**src/lmf_pkg.sv**
```systemverilog
package lmf_pkg;
  localparam int ADDR_W = 8;
  localparam int DATA_W = 8;
  localparam int LANES = 4;
  localparam int BYTE_W = 8;
  // register offsets
  localparam logic [7:0] OFS_LANE_COUNT = 8'h65;
  localparam logic [7:0] OFS_STEERING = 8'h66;
  localparam logic [7:0] OFS_RSVD_A = 8'h67;
  localparam logic [7:0] OFS_RSVD_B = 8'h68;
  localparam logic [7:0] OFS_RSVD_C = 8'h69;
  localparam logic [7:0] OFS_RSVD_D = 8'h6a;
  localparam logic [7:0] OFS_RSVD_STAT_A = 8'h72;
  localparam logic [7:0] OFS_RSVD_STAT_B = 8'h73;
  localparam logic [7:0] OFS_RSVD_STAT_C = 8'h74;
  localparam logic [7:0] OFS_RSVD_STAT_D = 8'h75;
  localparam logic [7:0] OFS_WIRE_FAULT = 8'h76;
  localparam logic [7:0] OFS_IRQ_STATUS = 8'h90;
  localparam logic [7:0] OFS_IRQ_CLEAR = 8'h91;
  localparam logic [7:0] OFS_IRQ_ENABLE = 8'h92;
  // field positions
  localparam int LANE_COUNT_LSB = 4;
  localparam int NEG_FAULT_LSB = 2;
  localparam int POS_FAULT_LSB = 0;
  // reset values and interrupt bit positions
  localparam logic [1:0] RST_LANE_COUNT = 2'h1;
  localparam logic [3:0] RST_LANE_COUNT_LOW = 4'h7;
  localparam logic [7:0] RST_STEERING = 8'he4;
  localparam logic [7:0] RST_RSVD_A = 8'h00;
  localparam logic [7:0] RST_RSVD_B = 8'hc8;
  localparam logic [7:0] RST_RSVD_C = 8'h00;
  localparam logic [7:0] RST_RSVD_D = 8'h00;
  localparam logic [7:0] RST_RSVD_STAT = 8'h00;
  localparam logic [1:0] RST_WIRE_STATE = 2'h2;
  localparam logic [1:0] IRQ_NEG_BIT = 2'h1;
  localparam logic [1:0] IRQ_POS_BIT = 2'h0;
  // wire fault codes
  typedef enum logic [1:0] {
    LMF_SHORT_SUPPLY = 2'h0,
    LMF_SHORT_GROUND = 2'h1,
    LMF_NORMAL = 2'h2,
    LMF_OPEN = 2'h3
  } lmf_wire_t;
endpackage

```
**src/lmf_lane_if.sv**
```systemverilog
`timescale 1ns/1ns
interface lmf_lane_if;
  logic [1:0] lane_count;
  logic [7:0] steering;
  logic [3:0] byte_valid;
  logic [31:0] byte_data;
  logic [3:0] lane_en;
  logic [3:0] lane_valid;
  logic [31:0] lane_data;
  modport regs (output lane_count, steering, byte_valid, byte_data,
    input lane_en, lane_valid, lane_data);
  modport mux (input lane_count, steering, byte_valid, byte_data,
    output lane_en, lane_valid, lane_data);
endinterface

```
**src/lmf_regs.sv**
```systemverilog
// Decided for this implementation: the plain strobed port.
`timescale 1ns/1ns
// Function
// - lane count code enables two to four lanes
// - byte 3 steered to selected lane, reset 3
// - byte 2 steered to selected lane, reset 2
// - byte 1 steered to selected lane, reset 1
// - byte 0 steered to selected lane, reset 0
// - negative wire state reported read-only
// - positive wire state reported read-only
module lmf_regs (
  // clock and reset
  input wire logic sys_clk_i,
  input wire logic rst_i,
  input wire logic ce_i,
  // register port
  input wire logic [7:0] addr_i,
  input wire logic [7:0] wdata_i,
  input wire logic wr_i,
  input wire logic rd_i,
  output logic [7:0] rdata_o,
  // cable wire sense, asynchronous
  input wire logic [1:0] neg_wire_fault_i,
  input wire logic [1:0] pos_wire_fault_i,
  // byte stream in
  input wire logic [3:0] byte_valid_i,
  input wire logic [31:0] byte_data_i,
  // lanes out
  output logic [3:0] lane_en_o,
  output logic [3:0] lane_valid_o,
  output logic [31:0] lane_data_o,
  // interrupt
  output logic irq_o
);
  logic [1:0] active_lane_count;
  logic [7:0] steering;
  logic [3:0] neg_s1, neg_s2;
  logic [1:0] neg_wire_fault;
  logic [1:0] pos_wire_fault;
  logic [1:0] irq_status;
  logic [1:0] irq_enable;
  logic [7:0] rdata;
  logic [7:0] next_rdata;
  logic [1:0] neg_prev;
  logic [1:0] pos_prev;
  logic [1:0] fault_event;

  wire wr_lane = wr_i && addr_i == lmf_pkg::OFS_LANE_COUNT;
  wire wr_steer = wr_i && addr_i == lmf_pkg::OFS_STEERING;
  wire wr_clear = wr_i && addr_i == lmf_pkg::OFS_IRQ_CLEAR;
  wire wr_enable = wr_i && addr_i == lmf_pkg::OFS_IRQ_ENABLE;
  wire [1:0] byte3_lane_select = steering[7:6];
  wire [1:0] byte2_lane_select = steering[5:4];
  wire [1:0] byte1_lane_select = steering[3:2];
  wire [1:0] byte0_lane_select = steering[1:0];

  // both wire codes share one two-stage synchroniser
  always_ff @(posedge sys_clk_i or posedge rst_i) begin
    if (rst_i) begin
      neg_s1 <= {lmf_pkg::RST_WIRE_STATE, lmf_pkg::RST_WIRE_STATE};
      neg_s2 <= {lmf_pkg::RST_WIRE_STATE, lmf_pkg::RST_WIRE_STATE};
    end else if (ce_i) begin
      neg_s1 <= {neg_wire_fault_i, pos_wire_fault_i};
      neg_s2 <= neg_s1;
    end
  end
  assign neg_wire_fault = neg_s2[3:2];
  assign pos_wire_fault = neg_s2[1:0];

  always_ff @(posedge sys_clk_i or posedge rst_i) begin
    if (rst_i) begin
      active_lane_count <= lmf_pkg::RST_LANE_COUNT;
      steering <= lmf_pkg::RST_STEERING;
    end else if (ce_i) begin
      if (wr_lane) begin
        active_lane_count <= wdata_i[lmf_pkg::LANE_COUNT_LSB +: 2];
      end
      if (wr_steer) begin
        steering <= wdata_i;
      end
    end
  end

  // a status bit sets whenever a wire code changes; irq_o fires only for bits set in irq_enable
  assign fault_event = {neg_wire_fault != neg_prev, pos_wire_fault != pos_prev};

  always_ff @(posedge sys_clk_i or posedge rst_i) begin
    if (rst_i) begin
      neg_prev <= lmf_pkg::RST_WIRE_STATE;
      pos_prev <= lmf_pkg::RST_WIRE_STATE;
      irq_status <= 2'h0;
      irq_enable <= 2'h0;
    end else if (ce_i) begin
      neg_prev <= neg_wire_fault;
      pos_prev <= pos_wire_fault;
      // set wins over clear
      irq_status <= (irq_status & ~(wr_clear ? wdata_i[1:0] : 2'h0)) | fault_event;
      if (wr_enable) begin
        irq_enable <= wdata_i[1:0];
      end
    end
  end

  assign irq_o = |(irq_status & irq_enable);

  always_comb begin
    case (addr_i)
      lmf_pkg::OFS_LANE_COUNT:
        next_rdata = {2'h0, active_lane_count, lmf_pkg::RST_LANE_COUNT_LOW};
      lmf_pkg::OFS_STEERING:
        next_rdata = {byte3_lane_select, byte2_lane_select, byte1_lane_select,
          byte0_lane_select};
      lmf_pkg::OFS_RSVD_A: next_rdata = lmf_pkg::RST_RSVD_A;
      lmf_pkg::OFS_RSVD_B: next_rdata = lmf_pkg::RST_RSVD_B;
      lmf_pkg::OFS_RSVD_C: next_rdata = lmf_pkg::RST_RSVD_C;
      lmf_pkg::OFS_RSVD_D: next_rdata = lmf_pkg::RST_RSVD_D;
      lmf_pkg::OFS_RSVD_STAT_A, lmf_pkg::OFS_RSVD_STAT_B,
      lmf_pkg::OFS_RSVD_STAT_C, lmf_pkg::OFS_RSVD_STAT_D:
        next_rdata = lmf_pkg::RST_RSVD_STAT;
      lmf_pkg::OFS_WIRE_FAULT:
        next_rdata = {4'h0, neg_wire_fault, pos_wire_fault};
      lmf_pkg::OFS_IRQ_STATUS: next_rdata = {6'h0, irq_status};
      lmf_pkg::OFS_IRQ_ENABLE: next_rdata = {6'h0, irq_enable};
      default: next_rdata = 8'h00;
    endcase
  end

  always_ff @(posedge sys_clk_i or posedge rst_i) begin
    if (rst_i) begin
      rdata <= 8'h00;
    end else if (ce_i) begin
      rdata <= rd_i ? next_rdata : 8'h00;
    end
  end
  assign rdata_o = rdata;

  lmf_lane_if lif ();
  assign lif.lane_count = active_lane_count;
  assign lif.steering = steering;
  assign lif.byte_valid = byte_valid_i;
  assign lif.byte_data = byte_data_i;
  assign lane_en_o = lif.lane_en;
  assign lane_valid_o = lif.lane_valid;
  assign lane_data_o = lif.lane_data;

  lmf_lane_mux u_mux (
    .sys_clk_i(sys_clk_i),
    .rst_i(rst_i),
    .ce_i(ce_i),
    .lif(lif)
  );

  lane_count_a: assert property (@(posedge sys_clk_i) disable iff (rst_i)
    lane_en_o == (active_lane_count == 2'h3 ? 4'hf :
      active_lane_count == 2'h2 ? 4'h7 : 4'h3))
    else $error("lane enables do not follow count");
  steer_write_a: assert property (@(posedge sys_clk_i) disable iff (rst_i)
    ce_i && wr_steer |=> steering == $past(wdata_i))
    else $error("steering write lost");
  byte0_route_a: assert property (@(posedge sys_clk_i) disable iff (rst_i)
    ce_i && byte_valid_i == 4'h1 && lane_en_o[byte0_lane_select] |=>
      lane_valid_o[$past(byte0_lane_select)] &&
      lane_data_o[8*$past(byte0_lane_select) +: 8] == $past(byte_data_i[7:0]))
    else $error("byte 0 not on its lane");
  byte1_route_a: assert property (@(posedge sys_clk_i) disable iff (rst_i)
    ce_i && byte_valid_i == 4'h2 && lane_en_o[byte1_lane_select] |=>
      lane_valid_o == (4'h1 << $past(byte1_lane_select)))
    else $error("byte 1 not on its lane");
  byte2_route_a: assert property (@(posedge sys_clk_i) disable iff (rst_i)
    ce_i && byte_valid_i == 4'h4 && lane_en_o[byte2_lane_select] |=>
      lane_data_o[8*$past(byte2_lane_select) +: 8] == $past(byte_data_i[23:16]))
    else $error("byte 2 not on its lane");
  wire_report_a: assert property (@(posedge sys_clk_i) disable iff (rst_i)
    rd_i && addr_i == lmf_pkg::OFS_WIRE_FAULT && ce_i |=>
      rdata_o[3:2] == $past(neg_wire_fault) && rdata_o[7:4] == 4'h0)
    else $error("negative wire code misreported");
  pos_report_a: assert property (@(posedge sys_clk_i) disable iff (rst_i)
    rd_i && addr_i == lmf_pkg::OFS_WIRE_FAULT && ce_i |=>
      rdata_o[1:0] == $past(pos_wire_fault))
    else $error("positive wire code misreported");
  rsvd_read_a: assert property (@(posedge sys_clk_i) disable iff (rst_i)
    rd_i && ce_i && addr_i == lmf_pkg::OFS_RSVD_B |=> rdata_o == 8'hc8)
    else $error("reserved default changed");
endmodule

```
**src/lmf_lane_mux.sv**
```systemverilog
`timescale 1ns/1ns
module lmf_lane_mux (
  // clock and reset
  input wire logic sys_clk_i,
  input wire logic rst_i,
  input wire logic ce_i,
  // lane side
  lmf_lane_if.mux lif
);
  function automatic logic [3:0] lanes_on(input logic [1:0] cnt);
    case (cnt)
      2'h2: lanes_on = 4'h7;
      2'h3: lanes_on = 4'hf;
      default: lanes_on = 4'h3;
    endcase
  endfunction

  function automatic logic [1:0] sel(input logic [7:0] s, input int b);
    sel = s[2*b +: 2];
  endfunction

  logic [3:0] en_w;
  logic [3:0] next_valid;
  logic [31:0] next_data;
  logic [3:0] valid_q;
  logic [31:0] data_q;

  // code 00 is undefined; treated like the two-lane setting
  assign en_w = lanes_on(lif.lane_count);

  always_comb begin
    next_valid = 4'h0;
    next_data = 32'h0;
    // later byte positions win on a collision; software keeps the map one-to-one
    for (int b = 0; b < 4; b++) begin
      if (lif.byte_valid[b] && en_w[sel(lif.steering, b)]) begin
        next_valid[sel(lif.steering, b)] = 1'b1;
        next_data[8*sel(lif.steering, b) +: 8] = lif.byte_data[8*b +: 8];
      end
    end
  end

  always_ff @(posedge sys_clk_i or posedge rst_i) begin
    if (rst_i) begin
      valid_q <= 4'h0;
      data_q <= 32'h0;
    end else if (ce_i) begin
      valid_q <= next_valid;
      data_q <= next_data;
    end
  end

  assign lif.lane_en = en_w;
  assign lif.lane_valid = valid_q;
  assign lif.lane_data = data_q;

  lane_gate_a: assert property (@(posedge sys_clk_i) disable iff (rst_i)
    (valid_q & ~$past(en_w)) == 4'h0)
    else $error("data on a disabled lane");
endmodule

```
**config.mk**
```make
export PLATFORM = sky130hd
export DESIGN_NAME = lmf_regs
export DESIGN_NICKNAME = d
export VERILOG_FILES = /design/src/lmf_pkg.sv /design/src/lmf_lane_if.sv /design/src/lmf_regs.sv /design/src/lmf_lane_mux.sv
export SDC_FILE = /design/constraint.sdc
export NUM_CORES = 1
export LEC_CHECK = 0
export BUFFER_PORTS_ARGS = -buffer_cell sky130_fd_sc_hd__clkbuf_2
export CAP_MARGIN = 20
export CORE_MARGIN = 2
export CORE_UTILIZATION = 35
export CTS_BUF_LIST = sky130_fd_sc_hd__clkbuf_16
export CTS_CLUSTER_SIZE = 10
export DETAILED_ROUTE_END_ITERATION = 6
export GPL_ROUTABILITY_DRIVEN = 0
export GPL_TIMING_DRIVEN = 1
export PLACE_DENSITY = 0.64
export SKIP_CTS_REPAIR_TIMING = 1
export SLEW_MARGIN = 25
export SYNTH_ARGS = -nofsm -noshare
export SYNTH_HDL_FRONTEND = slang
export SYNTH_HIERARCHICAL = 1
export SYNTH_SLANG_ARGS = --single-unit
```
**constraint.sdc**
```tcl
create_clock -name sys_clk_i -period 4.1 [get_ports sys_clk_i]
set_clock_uncertainty 0.1 [all_clocks]
set_input_delay 0.205 -clock sys_clk_i [delete_from_list [all_inputs] [get_ports sys_clk_i]]
set_output_delay 0.205 -clock sys_clk_i [all_outputs]
set_load 0.005 [all_outputs]
```
## Yosys cells after proc, flatten, opt, wreduce, memory -nomap -nowiden

Index checks and enable logic that the tools add are counted.
W data, S select, Z words.

- Register bits: 70
- Input port bits: 61
- Output and inout bits: 49
- Logic and storage cells: 97

- Add/sub/neg operators: 4
- $lt $le $gt $ge: 8
- Eq/ne operators: 11
- Shift-type cells: 8
- Mux-type cells: 31
- Bitwise operators: 8
- Reductions and logical operators: 16

Operators by type and width:

| operator | count |
|---|---|
| $neg A5 Y34 | 4 |
| $shift A8 B34 Y32 const A | 4 |
| $shiftx A8 B34 Y32 | 4 |
| $mux W32 | 4 |
| $bwmux W32 | 3 |
| $pmux W8 S6 | 1 |
| $and A32 B32 Y32 | 1 |
| $eq A8 B7 Y1 const B | 4 |
| $eq A8 B8 Y1 const B | 3 |
| $mux W4 | 4 |
| $logic_and A1 B1 Y1 | 12 |
| $lt A2 B3 Y1 const B | 4 |
| $or A4 B4 Y4 | 3 |
| $bmux W1 S2 | 4 |
| $demux W1 S2 | 4 |
| $ge A2 B1 Y1 const B | 4 |
| $mux W1 | 8 |
| $mux W8 | 1 |
| $pmux W4 S2 | 1 |
| $reduce_and A2 Y1 | 3 |
| $and A2 B2 Y2 | 2 |
| $eq A2 B2 Y1 const B | 2 |
| $ne A2 B2 Y1 | 2 |
| $mux W2 | 1 |
| other kinds (3) | 3 |

## Depth between registers and ports, before layout

- Depth after elaboration: 12
- Gate-level depth with buffers: 7
- Depth with buffers taken out: 7

## By module

Netlist, hierarchy kept.

Modules (own cells, without submodules):

| module | times used | cells an instance | area an instance (µm²) | seq. area each (µm²) |
|---|---|---|---|---|
| lmf_lane_mux | 1 | 347 | 3,108.0 | 900.9 |
| lmf_regs | 1 | 137 | 1,715.4 | 864.6 |

## Worst setup path before layout

OpenSTA, ideal clock, no wires.

- Kind: reg-to-reg
- Start: register steering[2] (netlist: lif.steering[2])
- End: register u_mux.data_q[10] (netlist: u_mux/lif.lane_data[10])
- Setup time: 96 ps
- Arrival: 2,109 ps
- Required time: 3,904 ps
- Path slack: 1,795 ps
- Cell stages (with the launch flop): 7
- Buffers on the path: 0
- Clock period less this slack: 2,305 ps
- Path through: dfstp_2 inv_1 ha_1 nand3_1 a2111oi_2 a221oi_1 o31ai_1

- Cells in the longest elaborated chain, start to end: 8
- Elaborated cells on any way between the ends: 12
- Classes of those cells: add/sub: 1; shift: 2; mux: 8; reduce/logical: 1

RTL lines:

| what | line | text |
|---|---|---|
| from (decl) | lmf_regs.sv:36 | `logic [7:0] steering;` |
| from (signal assigned) | lmf_regs.sv:73 | `steering <= lmf_pkg::RST_STEERING;` |
| from (signal assigned) | lmf_regs.sv:79 | `steering <= wdata_i;` |
| $neg A5 Y34 / $bmux W1 S2 (equally long branches) | lmf_lane_mux.sv:38, lmf_lane_mux.sv:36 |  |
| $shiftx A8 B34 Y32, or another cell as far along | lmf_lane_mux.sv:38 | `next_data[8*sel(lif.steering, b) +: 8] = lif.byte_data[8*b +: 8];` |
| $bwmux W32 / $logic_and A1 B1 Y1 (equally long branches) | lmf_lane_mux.sv:38, lmf_lane_mux.sv:36 |  |
| $mux W32 (*) | lmf_lane_mux.sv:36 | `if (lif.byte_valid[b] && en_w[sel(lif.steering, b)]) begin` |
| $bwmux W32 | lmf_lane_mux.sv:38 |  |
| $mux W32 (*) | lmf_lane_mux.sv:36 |  |
| $bwmux W32 | lmf_lane_mux.sv:38 |  |
| $mux W32 (*) | lmf_lane_mux.sv:36 |  |
| to (signal assigned) | lmf_lane_mux.sv:49 | `data_q <= next_data;` |
| to (decl) | lmf_lane_mux.sv:26 | `logic [31:0] data_q;` |

Every way passes the cells marked *; elsewhere a longest branch is shown, timed or not. The select of a mux whose other input is x is not followed.
A chain may end at the register's enable or synchronous reset.

## Worst setup path in the final report

- Start: register steering[2] (netlist: lif.steering[2])
- End: register u_mux.data_q[9] (netlist: u_mux/lif.lane_data[9])

The elaborated chain is that of the path after synthesis.

==> flow_metrics.py <==
metrics = {
    "status": {
        "outcome": "finished with violations",
        "violations": "negative hold slack",
    },
    "yosys": {
        "ys_types": 66,
        "yosys_warnings": 6,
        "synth.area.mux_share": 0.0703,
        "yosysSeqAreaShare": 0.366,
        "async_reset_ff_frac": 1.00,
        "synth_top_family_by_area": "compound AO/OA/AOI/OAI gates",
        "yosys.area_share.simple": 0.180,
        "synth_ff_type": "dfrtp_1",
        "yosys_register_bits": 70,
        "synthXorXnorAreaFrac": 0.00726,
        "synth.avg_cell_area_um2": 9.97,
        "synth_compound_area_frac": 0.257,
        "syn_area_um2": 4820,
        "synthAdderAreaFrac": 0.0752,
        "syn_inst": 484,
        "synth_edf_count": 0,
    },
    "setup_path": {
        "critical_path.max_fanout": 10,
        "cp_data_arrival_time_ns": 3.00,
        "crit_path_top_delay_cell": "a2111oi_2",
        "cp-startpoint": "lif.steering[2]",
        "reg2reg_slack_ns": 1.23,
        "critPathMaxStageDelay_ns": 0.93,
        "critPathCaptureType": "flop",
        "required_ns": 4.23,
        "crit_chain": "inv_1 > ha_1 > nand3_1 > a2111oi_2 > a221oi_1 > o31ai_1",
        "start_kind": "flop",
        "worstReg2RegStart": "lif.steering[2]",
        "path_class": "flop to flop",
    },
    "clock_tree": {
        "clock-sinks": 70,
        "cts.clk_slew.worst_paths_ns": 0.06,
        "cts_buffer_depth": 2,
        "htree_levels": 3,
        "clockRootBuffer": "clkbuf_16",
        "numCtsBuffers": 9,
        "cts_tree": "built",
        "clock_latency_ns": 0.33,
    },
    "sta": {
        "min_period_ns": 2.87,
        "worst_hold_slack_ns": -0.00781,
        "setup_viol": 0,
        "fin_crit_sh": 0.700,
        "slew_violations": 0,
        "hold_violations": 2,
        "finalSetupTns_ns": 0,
        "fmax_ghz": 0.348,
        "worst_slew_pin_slew_ns": 1.10,
        "rsz0062_at_grt": "no",
        "slew_headroom": 0.265,
    },
    "power_and_ir_drop": {
        "p_total_w": 0.00190,
        "powerDensity_nw_per_um2": 325,
        "leakagePower_nw": 2.56,
        "vdd_drop_max_mv": 0.323,
    },
    "min_path": {
        "hold_start": "wdata_i[2]",
        "min_path_type": "primary input to flop",
    },
    "placed_design": {
        "dp.cells": 744,
        "portBuffers": 107,
        "hpwlAfterDp_um": 11400,
    },
    "grt": {
        "grt_overflow": 0,
        "grt_pass1_vias": 4468,
        "grt_pass1_wl_um": 24100,
        "track_usage": 0.211,
        "antenna_found_initial": 0,
        "grt_max_degree": 63,
    },
    "cells_and_area": {
        "syn_to_final_growth_pct": 20.8,
        "antenna_cells": 0,
        "layoutNonFillerInstCount": 761,
        "drive_gt1_frac": 0.294,
        "layout.nets": 670,
        "fin_util": 0.437,
        "final_cell_mix": "clkbuf_2, dfrtp_1, a221oi_1",
        "mostFrequentLayoutCell": "clkbuf_2",
    },
    "route": {
        "firstDrtPassIters": 6,
        "wire_per_inst_um": 20.3,
        "num_vias": 4503,
        "drc": 0,
        "avgViaCountPerCell": 5.92,
        "drt-total-wl_um": 15400,
        "drt_iter0_drc": 473,
        "route.antenna.remaining_nets": 0,
    },
    "floorplanning": {
        "start_util": 0.361,
        "dieArea_um2": 14700,
        "ios": 110,
        "die_w_um": 121,
        "coreArea_um2": 13300,
        "rows": 42,
        "fp.dieH_um": 121,
    },
    "job": {
        "max-cap-violations": 0,
    },
}
-- area by class of cell --
type                       instances  area [um2]
sequential                        70        1770
clock buffer                       9         225
clock inverter                     7        98.8
tap                              176         220
inverter                          23        86.3
timing repair buffer             112         576
multi-input combinational        364        2860
fill                            1336        7520
-- metal layers --
layer  routed length [um]  track usage
met5                    0            0
met2                 7090        0.337
met3                 1310       0.0503
met4                  605       0.0977
met1                 6420        0.271
-- synthesized netlist by cell type, types with 8 or more instances --
cell type / count / area share
o221ai_1: 23 / 0.042
mux2_1: 10 / 0.023
and2_1: 25 / 0.032
nor2_1: 9 / 0.0070
nand3_1: 21 / 0.022
a221oi_1: 32 / 0.058
ha_1: 29 / 0.075
and3_1: 8 / 0.010
dfrtp_1: 59 / 0.31
o31ai_1: 9 / 0.014
nor2b_1: 10 / 0.013
dfstp_2: 11 / 0.060
o21ai_0: 28 / 0.029
mux2_2: 13 / 0.030
inv_1: 22 / 0.017
a31oi_1: 12 / 0.016
nand2_1: 21 / 0.016
nand2b_1: 20 / 0.026
clkbuf_1: 16 / 0.012
a21oi_1: 13 / 0.013
-- cells by family after synthesis --
| logic type | count (synthesis) |
|---|---|
| xor gates and xnor gates | 4 |
| DFF | 70 |
| other | 1 |
| buffers and inverters | 51 |
| AOI/OAI and AO/OA | 156 |
| adders and majority gates | 29 |
| muxes | 30 |
| and+or+nand+nor | 143 |
-- state kept, by name (all words and copies together), names as in the netlist, 4 cells and up --
| signal | count |
|---|---|
| rdata_o | 8 |
| lif.steering | 8 |
| u_mux/lif.lane_data | 32 |
| neg_s1 | 4 |
| neg_s2 | 4 |
| u_mux/lif.lane_valid | 4 |
-- worst paths after layout --
kind | endpoint | cells after the start
setup / recovery | u_mux/lif.lane_data[9] | 6
hold / removal | lif.steering[2] | 2
setup reg to reg | u_mux/lif.lane_data[9] | 6
hold reg to reg | rdata_o[5] | 1
max in group asynchronous | u_mux/lif.lane_valid[0] | 4
min in group asynchronous | rdata_o[7] | 4
-- metrics by stage --
step           setup slack [ns]  area, um2
6_report                   1.23       5830
5_1_grt                    1.01       5830
4_1_cts                    1.28       5810
3_5_place_dp               1.30       5490
3_3_place_gp               1.50       5490
2_1_floorplan              1.80       4830
-- power breakdown --
part	leakage (nW)	total [W]	switching, W	internal (W)
sequential	0.890	0.000766	0.0000298	0.000736
clock	0.156	0.000842	0.000308	0.000534
combinational	1.51	0.000288	0.000172	0.000117
-- critical path, delay by kind of cell, from the launching register on --
kind                       cells  cell delay, ns
buffers and inverters          1            0.16
and+or+nand+nor                1            0.10
adders and majority gates      1            0.38
AOI/OAI and AO/OA              3            1.39
DFF                            1            0.64
(Power assumes the default switching activity.)
